File: src/core/pulse_train_defs.svh
// Constants for the pulse train generator: offsets, fields, resets, timing
`ifndef PULSE_TRAIN_DEFS_SVH
`define PULSE_TRAIN_DEFS_SVH

// Register byte offsets
`define REG_CTRL        8'h00
`define REG_RATE        8'h04
`define REG_WIDTH       8'h08
`define REG_LIMIT       8'h0c
`define REG_SCALE       8'h10
`define REG_STATUS      8'h14
`define REG_COUNT       8'h18

// Control field positions
`define CTRL_MAN_EN     0
`define CTRL_START      1
`define CTRL_STOP       2
`define CTRL_MODE_LO    3
`define CTRL_RATE_FREQ  5
`define CTRL_WIDTH_LO   6
`define CTRL_FLOAT_EN   8
`define CTRL_EVT_EN     9
`define CTRL_CONT_EN    10

// Reset values
`define RATE_RESET      32'h0000_0064
`define WIDTH_RESET     32'h0000_0032
`define LIMIT_RESET     32'h0000_000a
`define SCALE_RESET     32'h3f80_0000

// Clock rate in Hz, used to turn frequency into samples
`define CLK_HZ          50000000
// Bounds fixed at configuration
`define RATE_MIN        32'h0000_0002
`define RATE_MAX        32'h0100_0000
`define WIDTH_MIN       32'h0000_0001
`define LIMIT_MIN       32'h0000_0001
`define LIMIT_MAX       32'h0100_0000
`define PCT_FULL        32'h0000_0064

`endif

File: src/core/pulse_train_pkg.sv
// Types for the pulse train generator
package pulse_train_pkg;
    typedef enum logic [1:0] {
        LIMIT_NONE,
        duration_limited_mode,
        LIMIT_COUNT,
        LIMIT_RSVD
    } limit_mode_e;

    typedef enum logic [1:0] {
        WIDTH_PCT,
        WIDTH_SAMPLES,
        WIDTH_MIN_ONE,
        WIDTH_RSVD
    } width_mode_e;

    typedef struct packed {
        logic        pulse;
        logic        onset;
        logic        offset;
    } pulse_evt_s;
endpackage

File: src/core/pulse_bound_calc.sv
// Turns rate and width settings into bounded sample counts
`timescale 1ns/10ps
`include "pulse_train_defs.svh"
module pulse_bound_calc
    import pulse_train_pkg::*;
(
    // Clock and reset
    input  wire logic        aclk,
    input  wire logic        aresetn,
    // Settings
    input  wire logic        rate_is_freq,
    input  wire logic [31:0] rate_val,
    input  width_mode_e      width_mode,
    input  wire logic [31:0] width_val,
    input  wire logic [31:0] limit_val,
    // Bounded sample counts
    output logic      [31:0] period_q,
    output logic      [31:0] high_q,
    output logic      [31:0] limit_q
);
    logic [31:0] per_d;
    logic [63:0] pct_prod;
    logic [31:0] hi_d;
    logic [31:0] lim_d;

    // Frequency becomes samples per period, then clamped
    always_comb begin
        per_d = rate_is_freq ? ((rate_val == 32'h0) ? `RATE_MAX
                : 32'(`CLK_HZ) / rate_val) : rate_val;
        if (per_d < `RATE_MIN) begin
            per_d = `RATE_MIN;
        end else if (per_d > `RATE_MAX) begin
            per_d = `RATE_MAX;
        end
    end

    // Width as percent, samples or one sample; always below period
    always_comb begin
        pct_prod = 64'(per_d) * 64'(width_val);
        case (width_mode)
            WIDTH_PCT:     hi_d = 32'(pct_prod / 64'(`PCT_FULL));
            WIDTH_SAMPLES: hi_d = width_val;
            WIDTH_MIN_ONE: hi_d = 32'h1;
            default:       hi_d = 32'h1;
        endcase
        // Keep one low sample so onsets stay distinct
        if (hi_d < `WIDTH_MIN) begin
            hi_d = `WIDTH_MIN;
        end else if (hi_d > per_d - 32'h1) begin
            hi_d = per_d - 32'h1;
        end
    end

    // Limit clamp
    always_comb begin
        lim_d = limit_val;
        if (lim_d < `LIMIT_MIN) begin
            lim_d = `LIMIT_MIN;
        end else if (lim_d > `LIMIT_MAX) begin
            lim_d = `LIMIT_MAX;
        end
    end

    // Registered to break the divider path
    always_ff @(posedge aclk) begin
        if (!aresetn) begin
            period_q <= `RATE_RESET;
            high_q   <= `WIDTH_MIN;
            limit_q  <= `LIMIT_RESET;
        end else begin
            period_q <= per_d;
            high_q   <= hi_d;
            limit_q  <= lim_d;
        end
    end
endmodule

File: src/core/pulse_train_generator.sv
// Pulse train generator with AXI4-Lite register access
`timescale 1ns/10ps
`include "pulse_train_defs.svh"
module pulse_train_generator
    import pulse_train_pkg::*;
(
    // Clock and reset
    input  wire logic        aclk,
    input  wire logic        aresetn,
    // Upstream enable or trigger
    input  wire logic        enable_in,
    // AXI4-Lite write address
    input  wire logic [7:0]  s_axi_awaddr,
    input  wire logic        s_axi_awvalid,
    output logic             s_axi_awready,
    // AXI4-Lite write data
    input  wire logic [31:0] s_axi_wdata,
    input  wire logic [3:0]  s_axi_wstrb,
    input  wire logic        s_axi_wvalid,
    output logic             s_axi_wready,
    // AXI4-Lite write response
    output logic [1:0]       s_axi_bresp,
    output logic             s_axi_bvalid,
    input  wire logic        s_axi_bready,
    // AXI4-Lite read address
    input  wire logic [7:0]  s_axi_araddr,
    input  wire logic        s_axi_arvalid,
    output logic             s_axi_arready,
    // AXI4-Lite read data
    output logic [31:0]      s_axi_rdata,
    output logic [1:0]       s_axi_rresp,
    output logic             s_axi_rvalid,
    input  wire logic        s_axi_rready,
    // Pulse outputs
    output logic             pulse_train_out,
    output logic [31:0]      scaled_pulse_out,
    output logic             float_valid_q,
    // Capture outputs
    output logic             onset_evt_q,
    output logic             offset_evt_q,
    output logic [31:0]      stream_q
);
    // Settings
    logic [31:0] ctrl_q;
    logic [31:0] rate_q;
    logic [31:0] width_q;
    logic [31:0] limit_q;
    logic [31:0] scale_q;
    logic        start_p_q;
    logic        stop_p_q;
    // Bus state
    logic [7:0]  awaddr_q;
    logic        aw_have_q;
    logic [31:0] wdata_q;
    logic [3:0]  wstrb_q;
    logic        w_have_q;
    logic        wr_fire;
    logic        wr_ok;
    // Core state
    logic        en_s1_q;
    logic        en_s2_q;
    logic        en_prev_q;
    logic        running_q;
    logic [31:0] phase_q;
    logic [31:0] done_q;
    logic        pulse_d;
    logic        end_train;
    logic        trig_edge;
    logic [31:0] period_c;
    logic [31:0] high_c;
    logic [31:0] limit_c;
    limit_mode_e mode;
    width_mode_e wmode;
    pulse_evt_s  evt;

    assign mode  = limit_mode_e'(ctrl_q[`CTRL_MODE_LO +: 2]);
    assign wmode = width_mode_e'(ctrl_q[`CTRL_WIDTH_LO +: 2]);

    // Settings converted and bounded in the helper
    pulse_bound_calc u_calc (
        .aclk         (aclk),
        .aresetn      (aresetn),
        .rate_is_freq (ctrl_q[`CTRL_RATE_FREQ]),
        .rate_val     (rate_q),
        .width_mode   (wmode),
        .width_val    (width_q),
        .limit_val    (limit_q),
        .period_q     (period_c),
        .high_q       (high_c),
        .limit_q      (limit_c)
    );

    // Write address and data taken in either order
    always_ff @(posedge aclk) begin
        if (!aresetn) begin
            aw_have_q <= 1'b0;
            w_have_q  <= 1'b0;
            awaddr_q  <= 8'h00;
            wdata_q   <= 32'h0;
            wstrb_q   <= 4'h0;
        end else begin
            if (s_axi_awvalid && s_axi_awready) begin
                aw_have_q <= 1'b1;
                awaddr_q  <= s_axi_awaddr;
            end else if (wr_fire) begin
                aw_have_q <= 1'b0;
            end
            if (s_axi_wvalid && s_axi_wready) begin
                w_have_q <= 1'b1;
                wdata_q  <= s_axi_wdata;
                wstrb_q  <= s_axi_wstrb;
            end else if (wr_fire) begin
                w_have_q <= 1'b0;
            end
        end
    end

    assign s_axi_awready = !aw_have_q && !s_axi_bvalid;
    assign s_axi_wready  = !w_have_q && !s_axi_bvalid;
    assign wr_fire       = aw_have_q && w_have_q;
    assign wr_ok = (awaddr_q[1:0] == 2'b00) && (awaddr_q <= `REG_SCALE);

    // Write response, SLVERR for unmapped or read-only
    always_ff @(posedge aclk) begin
        if (!aresetn) begin
            s_axi_bvalid <= 1'b0;
            s_axi_bresp  <= 2'b00;
        end else if (wr_fire) begin
            s_axi_bvalid <= 1'b1;
            s_axi_bresp  <= wr_ok ? 2'b00 : 2'b10;
        end else if (s_axi_bready) begin
            s_axi_bvalid <= 1'b0;
        end
    end

    // Byte-lane merge
    function automatic logic [31:0] merge(input logic [31:0] old, input logic [31:0] nw,
                                          input logic [3:0] st);
        logic [31:0] r;
        r = old;
        for (int i = 0; i < 4; i++) begin
            if (st[i]) begin
                r[i*8 +: 8] = nw[i*8 +: 8];
            end
        end
        return r;
    endfunction

    // Settings registers; start and stop are self-clearing pulses
    always_ff @(posedge aclk) begin
        if (!aresetn) begin
            ctrl_q    <= 32'h0;
            rate_q    <= `RATE_RESET;
            width_q   <= `WIDTH_RESET;
            limit_q   <= `LIMIT_RESET;
            scale_q   <= `SCALE_RESET;
            start_p_q <= 1'b0;
            stop_p_q  <= 1'b0;
        end else begin
            start_p_q <= 1'b0;
            stop_p_q  <= 1'b0;
            if (wr_fire && wr_ok) begin
                case (awaddr_q)
                    `REG_CTRL: begin
                        ctrl_q <= merge(ctrl_q, wdata_q, wstrb_q) & 32'h0000_07f9;
                        start_p_q <= wstrb_q[0] & wdata_q[`CTRL_START];
                        stop_p_q  <= wstrb_q[0] & wdata_q[`CTRL_STOP];
                    end
                    `REG_RATE:  rate_q  <= merge(rate_q, wdata_q, wstrb_q);
                    `REG_WIDTH: width_q <= merge(width_q, wdata_q, wstrb_q);
                    `REG_LIMIT: limit_q <= merge(limit_q, wdata_q, wstrb_q);
                    `REG_SCALE: scale_q <= merge(scale_q, wdata_q, wstrb_q);
                    default: ;
                endcase
            end
        end
    end

    // Read channel, one cycle after address
    always_ff @(posedge aclk) begin
        if (!aresetn) begin
            s_axi_rvalid <= 1'b0;
            s_axi_rdata  <= 32'h0;
            s_axi_rresp  <= 2'b00;
        end else if (s_axi_arvalid && s_axi_arready) begin
            s_axi_rvalid <= 1'b1;
            s_axi_rresp  <= 2'b00;
            case (s_axi_araddr)
                `REG_CTRL:   s_axi_rdata <= ctrl_q;
                `REG_RATE:   s_axi_rdata <= rate_q;
                `REG_WIDTH:  s_axi_rdata <= width_q;
                `REG_LIMIT:  s_axi_rdata <= limit_q;
                `REG_SCALE:  s_axi_rdata <= scale_q;
                `REG_STATUS: s_axi_rdata <= {29'h0, en_s2_q, pulse_train_out, running_q};
                `REG_COUNT:  s_axi_rdata <= done_q;
                default: begin
                    s_axi_rdata <= 32'h0;
                    s_axi_rresp <= 2'b10;
                end
            endcase
        end else if (s_axi_rready) begin
            s_axi_rvalid <= 1'b0;
        end
    end

    assign s_axi_arready = !s_axi_rvalid;

    // Enable pin comes from outside; two flops first
    always_ff @(posedge aclk) begin
        if (!aresetn) begin
            en_s1_q   <= 1'b0;
            en_s2_q   <= 1'b0;
            en_prev_q <= 1'b0;
        end else begin
            en_s1_q   <= enable_in;
            en_s2_q   <= en_s1_q;
            en_prev_q <= en_s2_q;
        end
    end

    // In limited modes only a rising edge triggers; manual start acts likewise
    assign trig_edge = (en_s2_q && !en_prev_q) || start_p_q;

    // Train ends on duration or count, or by stop
    always_comb begin
        case (mode)
            duration_limited_mode: end_train = (done_q >= limit_c - 32'h1);
            LIMIT_COUNT: end_train = (phase_q == period_c - 32'h1)
                                     && (done_q >= limit_c - 32'h1);
            default: end_train = 1'b0;
        endcase
    end

    // Run state and counters; done_q counts samples or pulses by mode
    always_ff @(posedge aclk) begin
        if (!aresetn) begin
            running_q <= 1'b0;
            phase_q   <= 32'h0;
            done_q    <= 32'h0;
        end else if (mode == LIMIT_NONE || mode == LIMIT_RSVD) begin
            running_q <= en_s2_q || ctrl_q[`CTRL_MAN_EN];
            done_q    <= 32'h0;
            if (!running_q || phase_q >= period_c - 32'h1) begin
                phase_q <= 32'h0;
            end else begin
                phase_q <= phase_q + 32'h1;
            end
        end else if (running_q) begin
            if (stop_p_q || end_train) begin
                running_q <= 1'b0;
                phase_q   <= 32'h0;
            end else begin
                if (phase_q >= period_c - 32'h1) begin
                    phase_q <= 32'h0;
                    if (mode == LIMIT_COUNT) begin
                        done_q <= done_q + 32'h1;
                    end
                end else begin
                    phase_q <= phase_q + 32'h1;
                end
                if (mode == duration_limited_mode) begin
                    done_q <= done_q + 32'h1;
                end
            end
        end else if (trig_edge && !stop_p_q) begin
            running_q <= 1'b1;
            phase_q   <= 32'h0;
            done_q    <= 32'h0;
        end
    end

    // High from onset for the width, low for the rest
    assign pulse_d = running_q && (phase_q < high_c);

    // Next pulse level and the edges it makes against the registered level
    always_comb begin
        evt.pulse  = pulse_d;
        evt.onset  = pulse_d && !pulse_train_out;
        evt.offset = !pulse_d && pulse_train_out;
    end

    // Pulse, event flags and scaled copy all registered
    always_ff @(posedge aclk) begin
        if (!aresetn) begin
            pulse_train_out  <= 1'b0;
            onset_evt_q      <= 1'b0;
            offset_evt_q     <= 1'b0;
            scaled_pulse_out <= 32'h0;
            float_valid_q    <= 1'b0;
            stream_q         <= 32'h0;
        end else begin
            pulse_train_out <= evt.pulse;
            onset_evt_q  <= ctrl_q[`CTRL_EVT_EN] && evt.onset;
            offset_evt_q <= ctrl_q[`CTRL_EVT_EN] && evt.offset;
            float_valid_q <= ctrl_q[`CTRL_FLOAT_EN];
            // Pulse is 0 or 1, so the product is zero or the scale itself
            scaled_pulse_out <= (ctrl_q[`CTRL_FLOAT_EN] && evt.pulse) ? scale_q : 32'h0;
            if (!ctrl_q[`CTRL_CONT_EN]) begin
                stream_q <= 32'h0;
            end else if (ctrl_q[`CTRL_FLOAT_EN]) begin
                stream_q <= evt.pulse ? scale_q : 32'h0;
            end else begin
                stream_q <= {31'h0, evt.pulse};
            end
        end
    end
endmodule

File: config.mk
export PLATFORM = sky130hd
export DESIGN_NAME = pulse_train_generator
export DESIGN_NICKNAME = d
export VERILOG_FILES = /design/src/core/pulse_train_pkg.sv /design/src/core/pulse_bound_calc.sv /design/src/core/pulse_train_generator.sv
export VERILOG_INCLUDE_DIRS = /design/src /design/src/core
export SDC_FILE = /design/constraint.sdc
export NUM_CORES = 2
export LEC_CHECK = 0
export ABC_AREA = 1
export BUFFER_PORTS_ARGS = -buffer_cell sky130_fd_sc_hd__buf_2
export CORE_MARGIN = 4
export CORE_UTILIZATION = 52
export CTS_BUF_LIST = sky130_fd_sc_hd__clkbuf_4
export CTS_CLUSTER_SIZE = 8
export DETAILED_ROUTE_END_ITERATION = 8
export PLACE_DENSITY = 0.74
export SLEW_MARGIN = 15
export SYNTH_ARGS = -nofsm -noshare
export SYNTH_HDL_FRONTEND = slang
export SYNTH_SLANG_ARGS = --single-unit
File: constraint.sdc
create_clock -name aclk -period 103 [get_ports aclk]
set_input_delay 5.15 -clock aclk [delete_from_list [all_inputs] [get_ports aclk]]
set_output_delay 5.15 -clock aclk [all_outputs]
set_load 0.02 [all_outputs]
## Word level (Yosys, flattened, before mapping)

Cells that the tools add are included.
W data, S select, Z words.

- Register bits: 455
- Bits of input ports: 60
- Output and inout bits: 109
- Logic and storage cells: 194

- Add/subtract/negate cells: 5
- Multipliers: 1
- Div/mod/pow operators: 2
- Order comparisons: 10
- Equality and inequality tests: 18
- Mux-type cells: 36
- Bitwise logic cells: 3
- Reductions and logical operators: 71

Operators with widths:

| cell | count |
|---|---|
| $mux W32 | 16 |
| $pmux W32 S7 | 1 |
| $sub A32 B1 Y32 const B | 3 |
| $add A32 B1 Y32 const B | 2 |
| $div A64 B7 Y64 const B | 1 |
| $ge A32 B32 Y1 | 2 |
| $gt A32 B25 Y1 const B | 2 |
| $lt A32 B1 Y1 const B | 2 |
| $mul A32 B32 Y64 | 1 |
| $pmux W32 S2 | 1 |
| $reduce_and A3 Y1 | 19 |
| $div A26 B32 Y32 const A | 1 |
| $eq A32 B32 Y1 | 1 |
| $eq A8 B4 Y1 const B | 4 |
| $eq A8 B5 Y1 const B | 4 |
| $gt A32 B32 Y1 | 1 |
| $logic_not A32 Y1 | 1 |
| $lt A32 B2 Y1 const B | 1 |
| $lt A32 B32 Y1 | 1 |
| $mux W25 | 1 |
| $logic_and A1 B1 Y1 | 17 |
| $eq A8 B3 Y1 const B | 2 |
| $logic_not A8 Y1 | 2 |
| $mux W1 | 13 |
| other kinds (20) | 47 |

## Depth between registers and ports, before layout

- Depth after elaboration: 11
- Gate-level depth with buffers: 896
- Gate-level depth less buffers: 870

## Hierarchy

From an unflattened synthesis, not the netlist that was laid out.

- Cells, all modules: 13014
- Area, all modules: 90533.1 um^2

Modules (own cells, without submodules):

| module | times used | cells each | area each (um^2) | sequential area each (um^2) |
|---|---|---|---|---|
| pulse_bound_calc | 1 | 10497 | 72255.5 | 1921.8 |
| pulse_train_generator | 1 | 2517 | 18277.5 | 7146.9 |

## Worst setup path before layout

OpenSTA, ideal clock, no wires.

- Path type: register to register
- Start: reg rate_q[31]
- End: reg u_calc.high_q[22]
- Library setup time: 0.120 ns
- Arrival time: 99.190 ns
- Data required time: 102.880 ns
- Setup slack: 3.690 ns
- Cell stages (with the launch flop): 814
- Buffers on the path: 34
- Period minus slack after synthesis: 99.310 ns
- Cell sequence: dfxtp_1 -> nor2_1 -> inv_1 -> nor2_1 -> inv_1 -> nor2_1 -> inv_1 -> nor2_1 -> nand2_1 -> nor2_1 -> nand2_1 -> nor4_1 -> nand2_1 -> nor2_1 -> nand3_1 -> inv_1 -> nand2_1 -> clkinv_1 -> (+778 left out) -> nand2_1 -> nand2_2 -> nand2_2 -> ha_1 -> nor2_1 -> nor2_1 -> nor2_1 -> a211oi_1 -> o211ai_1 -> nand2_1 -> o2111ai_1 -> nand2_1 -> a21boi_0 -> inv_1 -> buf_2 -> clkbuf_8 -> a21oi_1 -> nor2_4

- Cells in the longest elaborated chain, start to end: 11
- Elaborated cells on any way between the ends: 16
- Those cells by class: 1 x add/sub; 1 x mul; 2 x div; 4 x order compare; 6 x mux; 2 x reduce/logical

Ends and longest elaborated chain:

| what | RTL line | text |
|---|---|---|
| start, declared | pulse_train_generator.sv:45 | `logic [31:0] rate_q;` |
| start signal, assigned | pulse_train_generator.sv:153 | `` rate_q <= `RATE_RESET; `` |
| start signal, assigned | pulse_train_generator.sv:169 | `` `REG_RATE: rate_q <= merge(rate_q, wdata_q, wstrb_q); `` |
| $div A26 B32 Y32 / $logic_not A32 Y1 (equally long branches) | pulse_bound_calc.sv:29, pulse_bound_calc.sv:28 |  |
| $mux W32 | pulse_bound_calc.sv:28 | `` per_d = rate_is_freq ? ((rate_val == 32'h0) ? `RATE_MAX `` |
| $mux W32 (*) | pulse_bound_calc.sv:28 |  |
| $gt A32 B25 Y1 (no line) | - |  |
| $mux W32 | pulse_bound_calc.sv:32 | `` end else if (per_d > `RATE_MAX) begin `` |
| $mux W32 (*) | pulse_bound_calc.sv:30 | `` if (per_d < `RATE_MIN) begin `` |
| $mul A32 B32 Y64 | pulse_bound_calc.sv:39 | `pct_prod = 64'(per_d) * 64'(width_val);` |
| $div A64 B7 Y64 | pulse_bound_calc.sv:41 | `` WIDTH_PCT: hi_d = 32'(pct_prod / 64'(`PCT_FULL)); `` |
| $pmux W32 S2 | pulse_bound_calc.sv:40 | `case (width_mode)` |
| $gt A32 B32 Y1 / $lt A32 B1 Y1 (equally long branches) | - |  |
| $mux W32 / $reduce_or A2 Y1 (equally long branches) | - |  |
| end signal, assigned | pulse_bound_calc.sv:68 | `` high_q <= `WIDTH_MIN; `` |
| end signal, assigned | pulse_bound_calc.sv:72 | `high_q <= hi_d;` |
| end, declared | pulse_bound_calc.sv:18 | `output logic [31:0] high_q,` |

Mark *: on every way between the ends. The rest lies on a longest branch, timed or not.
A chain may end at the register's enable or synchronous reset.

==> results list <==
* Worst clock skew: 105 ps
* Achievable clock frequency: 10.2 MHz
* Hold crit path type: register to register
- Number of cells in the finished layout apart from fillers: 16.0k
* DP Cell Count: 15.4k
* Critical setup path kind: register to register
- Flip-flop and latch count after synthesis: roughly 450
* Horizontal die dimension: between 400 and 500 µm
* Area of the core: between 0.15 and 0.2 mm²
- Averaged over all synthesized cells, the footprint is about 7 µm².
* Startpoint types: register
- In the final routed layout, each cell accounts on average for between 15 and 20 µm.
- # H-tree levels: 3
* Area contributors post-synth: fa_1 (20%), ha_1 (12%), dfxtp_1 (10%), nand2_1 (9.2%), inv_1 (8.7%)
* Buffer cell driving the clock tree root: clkbuf_4
- The flow ran to the end, and the final reports show no timing, DRC or antenna violations.
- EDFF count, synth: 0
- The routed layout has ~89k vias.
- Share of post-route cells with drive strength above 1: approximately 20%
- CP arrival: 99110 ps
* Clock transition at the registers of the reported paths: roughly 70 ps
- Of the synthesized area, sequential elements account for 10.1%.
* Final WL: 302 mm
* Required time of the critical path: 103830 ps
- Pre-Repair DR Iteration Count: 6
* TritonCTS Buffers: about 110
* Overall global routing resource usage: 31.3%
- Setup violations remaining at the end of the flow were counted as 0.
- Clock buffer depth: 3
- Worst-margin pin slew: 1390 ps
- Detail Route Antenna Nets: 0
- Largest net degree at the start of global routing: 89
- In this run, the number of DRC markers left after iteration 0 of detailed routing was 7830.
- Post-layout minimum cycle time: 98280 ps
- Count of yosys warnings during synthesis: 0
* Syn Std Cell Area: 0.0896 mm²
* Crit path max fanout: 10
* Gate count after technology mapping: 12.7k
- Synth Flop Type: dfxtp_1
* Count of port buffers added during placement: 166
- Of all flip-flops after synthesis, the portion carrying an async set or reset was 0%.
- The clock net in this run drives a total of about 450 sinks.
- STA classifies the critical path endpoint as a register.
* Netlist cell types: 92
- Vias in the first global route: approximately 83k
- Final count of hold timing violations: 0
- The die covers 0.179 mm².
- In this design, the critical path's most frequently occurring cell is nand2_2.
* Max Cap Violations: 0
* Final Worst Setup Slack: 4720 ps
- Crit share post-route: approximately 95%
* Io pins: ~170
* Final nets: 15.4k
- Max-slew headroom at the worst pin: 7.08%
- At the later pin of the worst-skew pair, clock insertion delay measures about 1000 ps.
* Largest incremental delay on the critical path: about 570 ps
- In the routed design, unresolved DRC markers number 0.
* Routability-driven placement congestion ratio: 1.02
- Vertical die dimension: 423 µm
- Dividing the detail-routed via count by the number of cells gives about 5.6.
* Area grow syn2layout: 17.6%
- Quantity of hold-fixing buffers added after cts: 0
- Adding up every negative setup slack in the final design gives 0 ps.
* # rows: 152
- First-pass GRT wire length: 450 mm
- Number of antenna violations at the first check in global routing: 14
- Of all cell types, the one taking the most synthesized area is fa_1.
* Clock tree from TritonCTS: built
- Cell type of the slowest stage on the worst timing path: fa_1
* Initial Utilization: 52.3%
* Area fraction of the dominant cell type after synthesis: 20.0%
* Final global-route overflow total: 0
* Fin. max-slew vios: 0
* Worst slack after detailed placement: -4400 ps
- Final core utilization: 61.5%
- Detailed-placement wirelength estimate: roughly 230 mm
[layout by cell type, fill, tap and decap left out, types with 42 or more instances in the layout]
cell type | netlist | layout
o21ai_2 | 20 | 76
o22ai_1 | 100 | 97
xnor2_1 | 243 | 243
ha_4 | 0 | 97
nand3_2 | 74 | 113
nand3_1 | 498 | 431
clkinv_1 | 35 | 51
nand4_1 | 145 | 145
buf_4 | 2 | 569
o21ai_0 | 595 | 470
inv_2 | 74 | 112
nand2_4 | 145 | 207
nor2_4 | 67 | 108
nor3_1 | 93 | 84
a21oi_2 | 4 | 100
conb_1 | 2 | 245
a21oi_1 | 971 | 850
nand2_1 | 2200 | 2039
nand2_2 | 322 | 417
o21bai_1 | 56 | 50
o21ai_1 | 52 | 110
buf_2 | 3 | 168
dfxtp_1 | 453 | 452
clkbuf_4 | 0 | 165
nor2_1 | 1522 | 1383
fa_1 | 896 | 879
xor2_1 | 319 | 319
inv_1 | 2076 | 2013
nor2_2 | 41 | 139
o31ai_1 | 47 | 42
ha_1 | 892 | 781
[cell type report]
| type | count | area [µm²] |
|---|---|---|
| multi-input cells | 9983 | 76600 |
| repair buffers | 831 | 6610 |
| well taps | 2310 | 2890 |
| diodes | 11 | 27.5 |
| clock inverters | 42 | 289 |
| repair inverters | 11 | 96.3 |
| flip-flops and latches | 453 | 9070 |
| fillers | 15200 | 66000 |
| clock buffers | 161 | 1210 |
| inverters | 2206 | 8620 |
[Yosys cell counts (100+ instances only)]
cell / number
nand2_2: 322
o21ai_0: 595
xnor2_1: 243
fa_1: 896
o22ai_1: 100
xor2_1: 319
nand2_1: 2200
inv_1: 2076
nand3_1: 498
ha_1: 892
a21oi_1: 971
nand2_4: 145
nand4_1: 145
dfxtp_1: 453
nor2_1: 1522
clkbuf_1: 282
[stage by stage]
stage	hold WS, ps	cell area (µm²)
after global routing	436	105000
final	421	105000
after floorplan	390	90500
after detailed placement	412	95000
after CTS	422	96900
after global placement	406	94900
[path summary, 6_finish.rpt]
| path | startpoint | end | slack [ps] | depth (start not counted) |
|---|---|---|---|---|
| min | en_s1_q | en_s2_q | 420 | 2 |
| max | rate_q[30] | u_calc.high_q[30] | 4720 | 926 |
| min reg2reg | en_s1_q | en_s2_q | 420 | 2 |
| max reg2reg | rate_q[30] | u_calc.high_q[30] | 4720 | 796 |
[critical path: cells and delay by family (launching register included)]
family / cells / cell delay [ps]
adders and majority gates: 40 / 13140
and+or+nand+nor: 625 / 62230
muxes: 1 / 180
DFF: 1 / 310
buffers and inverters: 95 / 9910
AOI/OAI and AO/OA: 162 / 24760
xor gates and xnor gates: 3 / 510
[flip-flops by register name (all words and copies together), names as in the netlist, 4 cells and up]
signal and count:
awaddr_q 8, ctrl_q 9, done_q 32, limit_q 32
phase_q 32, rate_q 32, s_axi_rdata 32, scale_q 32
scaled_pulse_out 32, stream_q 32, u_calc.high_q 32, u_calc.limit_q 32
u_calc.period_q 32, wdata_q 32, width_q 32, wstrb_q 4
[metal layers]
layer,wire length (µm),GRT usage (%),up-vias,share of wire [%]
li1,-,-,42300,-
met1,119000,41.5,41800,39
met2,133000,49.4,4115,44
met3,31000,5.83,1008,10
met4,18100,14.6,14,6.0
met5,103,0,-,0.034
[cells by family after synthesis]
family                     after synthesis  synth area share [%]
and+or+nand+nor                       5278                  27.7
buffers and inverters                 2546                  11.0
AOI/OAI and AO/OA                     2097                  13.1
adders and majority gates             1788                  32.5
xor gates and xnor gates               564                  5.56
DFF                                    453                  10.1
muxes                                    6                0.0670
other                                    2               0.00838
[repair_timing]
| item | 4_1_cts | 5_1_grt |
|---|---|---|
| gates resized for setup | 89 | 1268 |
| gates cloned | 7 | 33 |
| pin swaps | 2 | 487 |
| setup endpoints to repair | 32 | 32 |
| hold endpoints to repair | 0 | 0 |
| setup buffers | 21 | 342 |
Power is not shown: default switching activity piles up to over one toggle a cycle in this logic, so the estimate is an artifact.
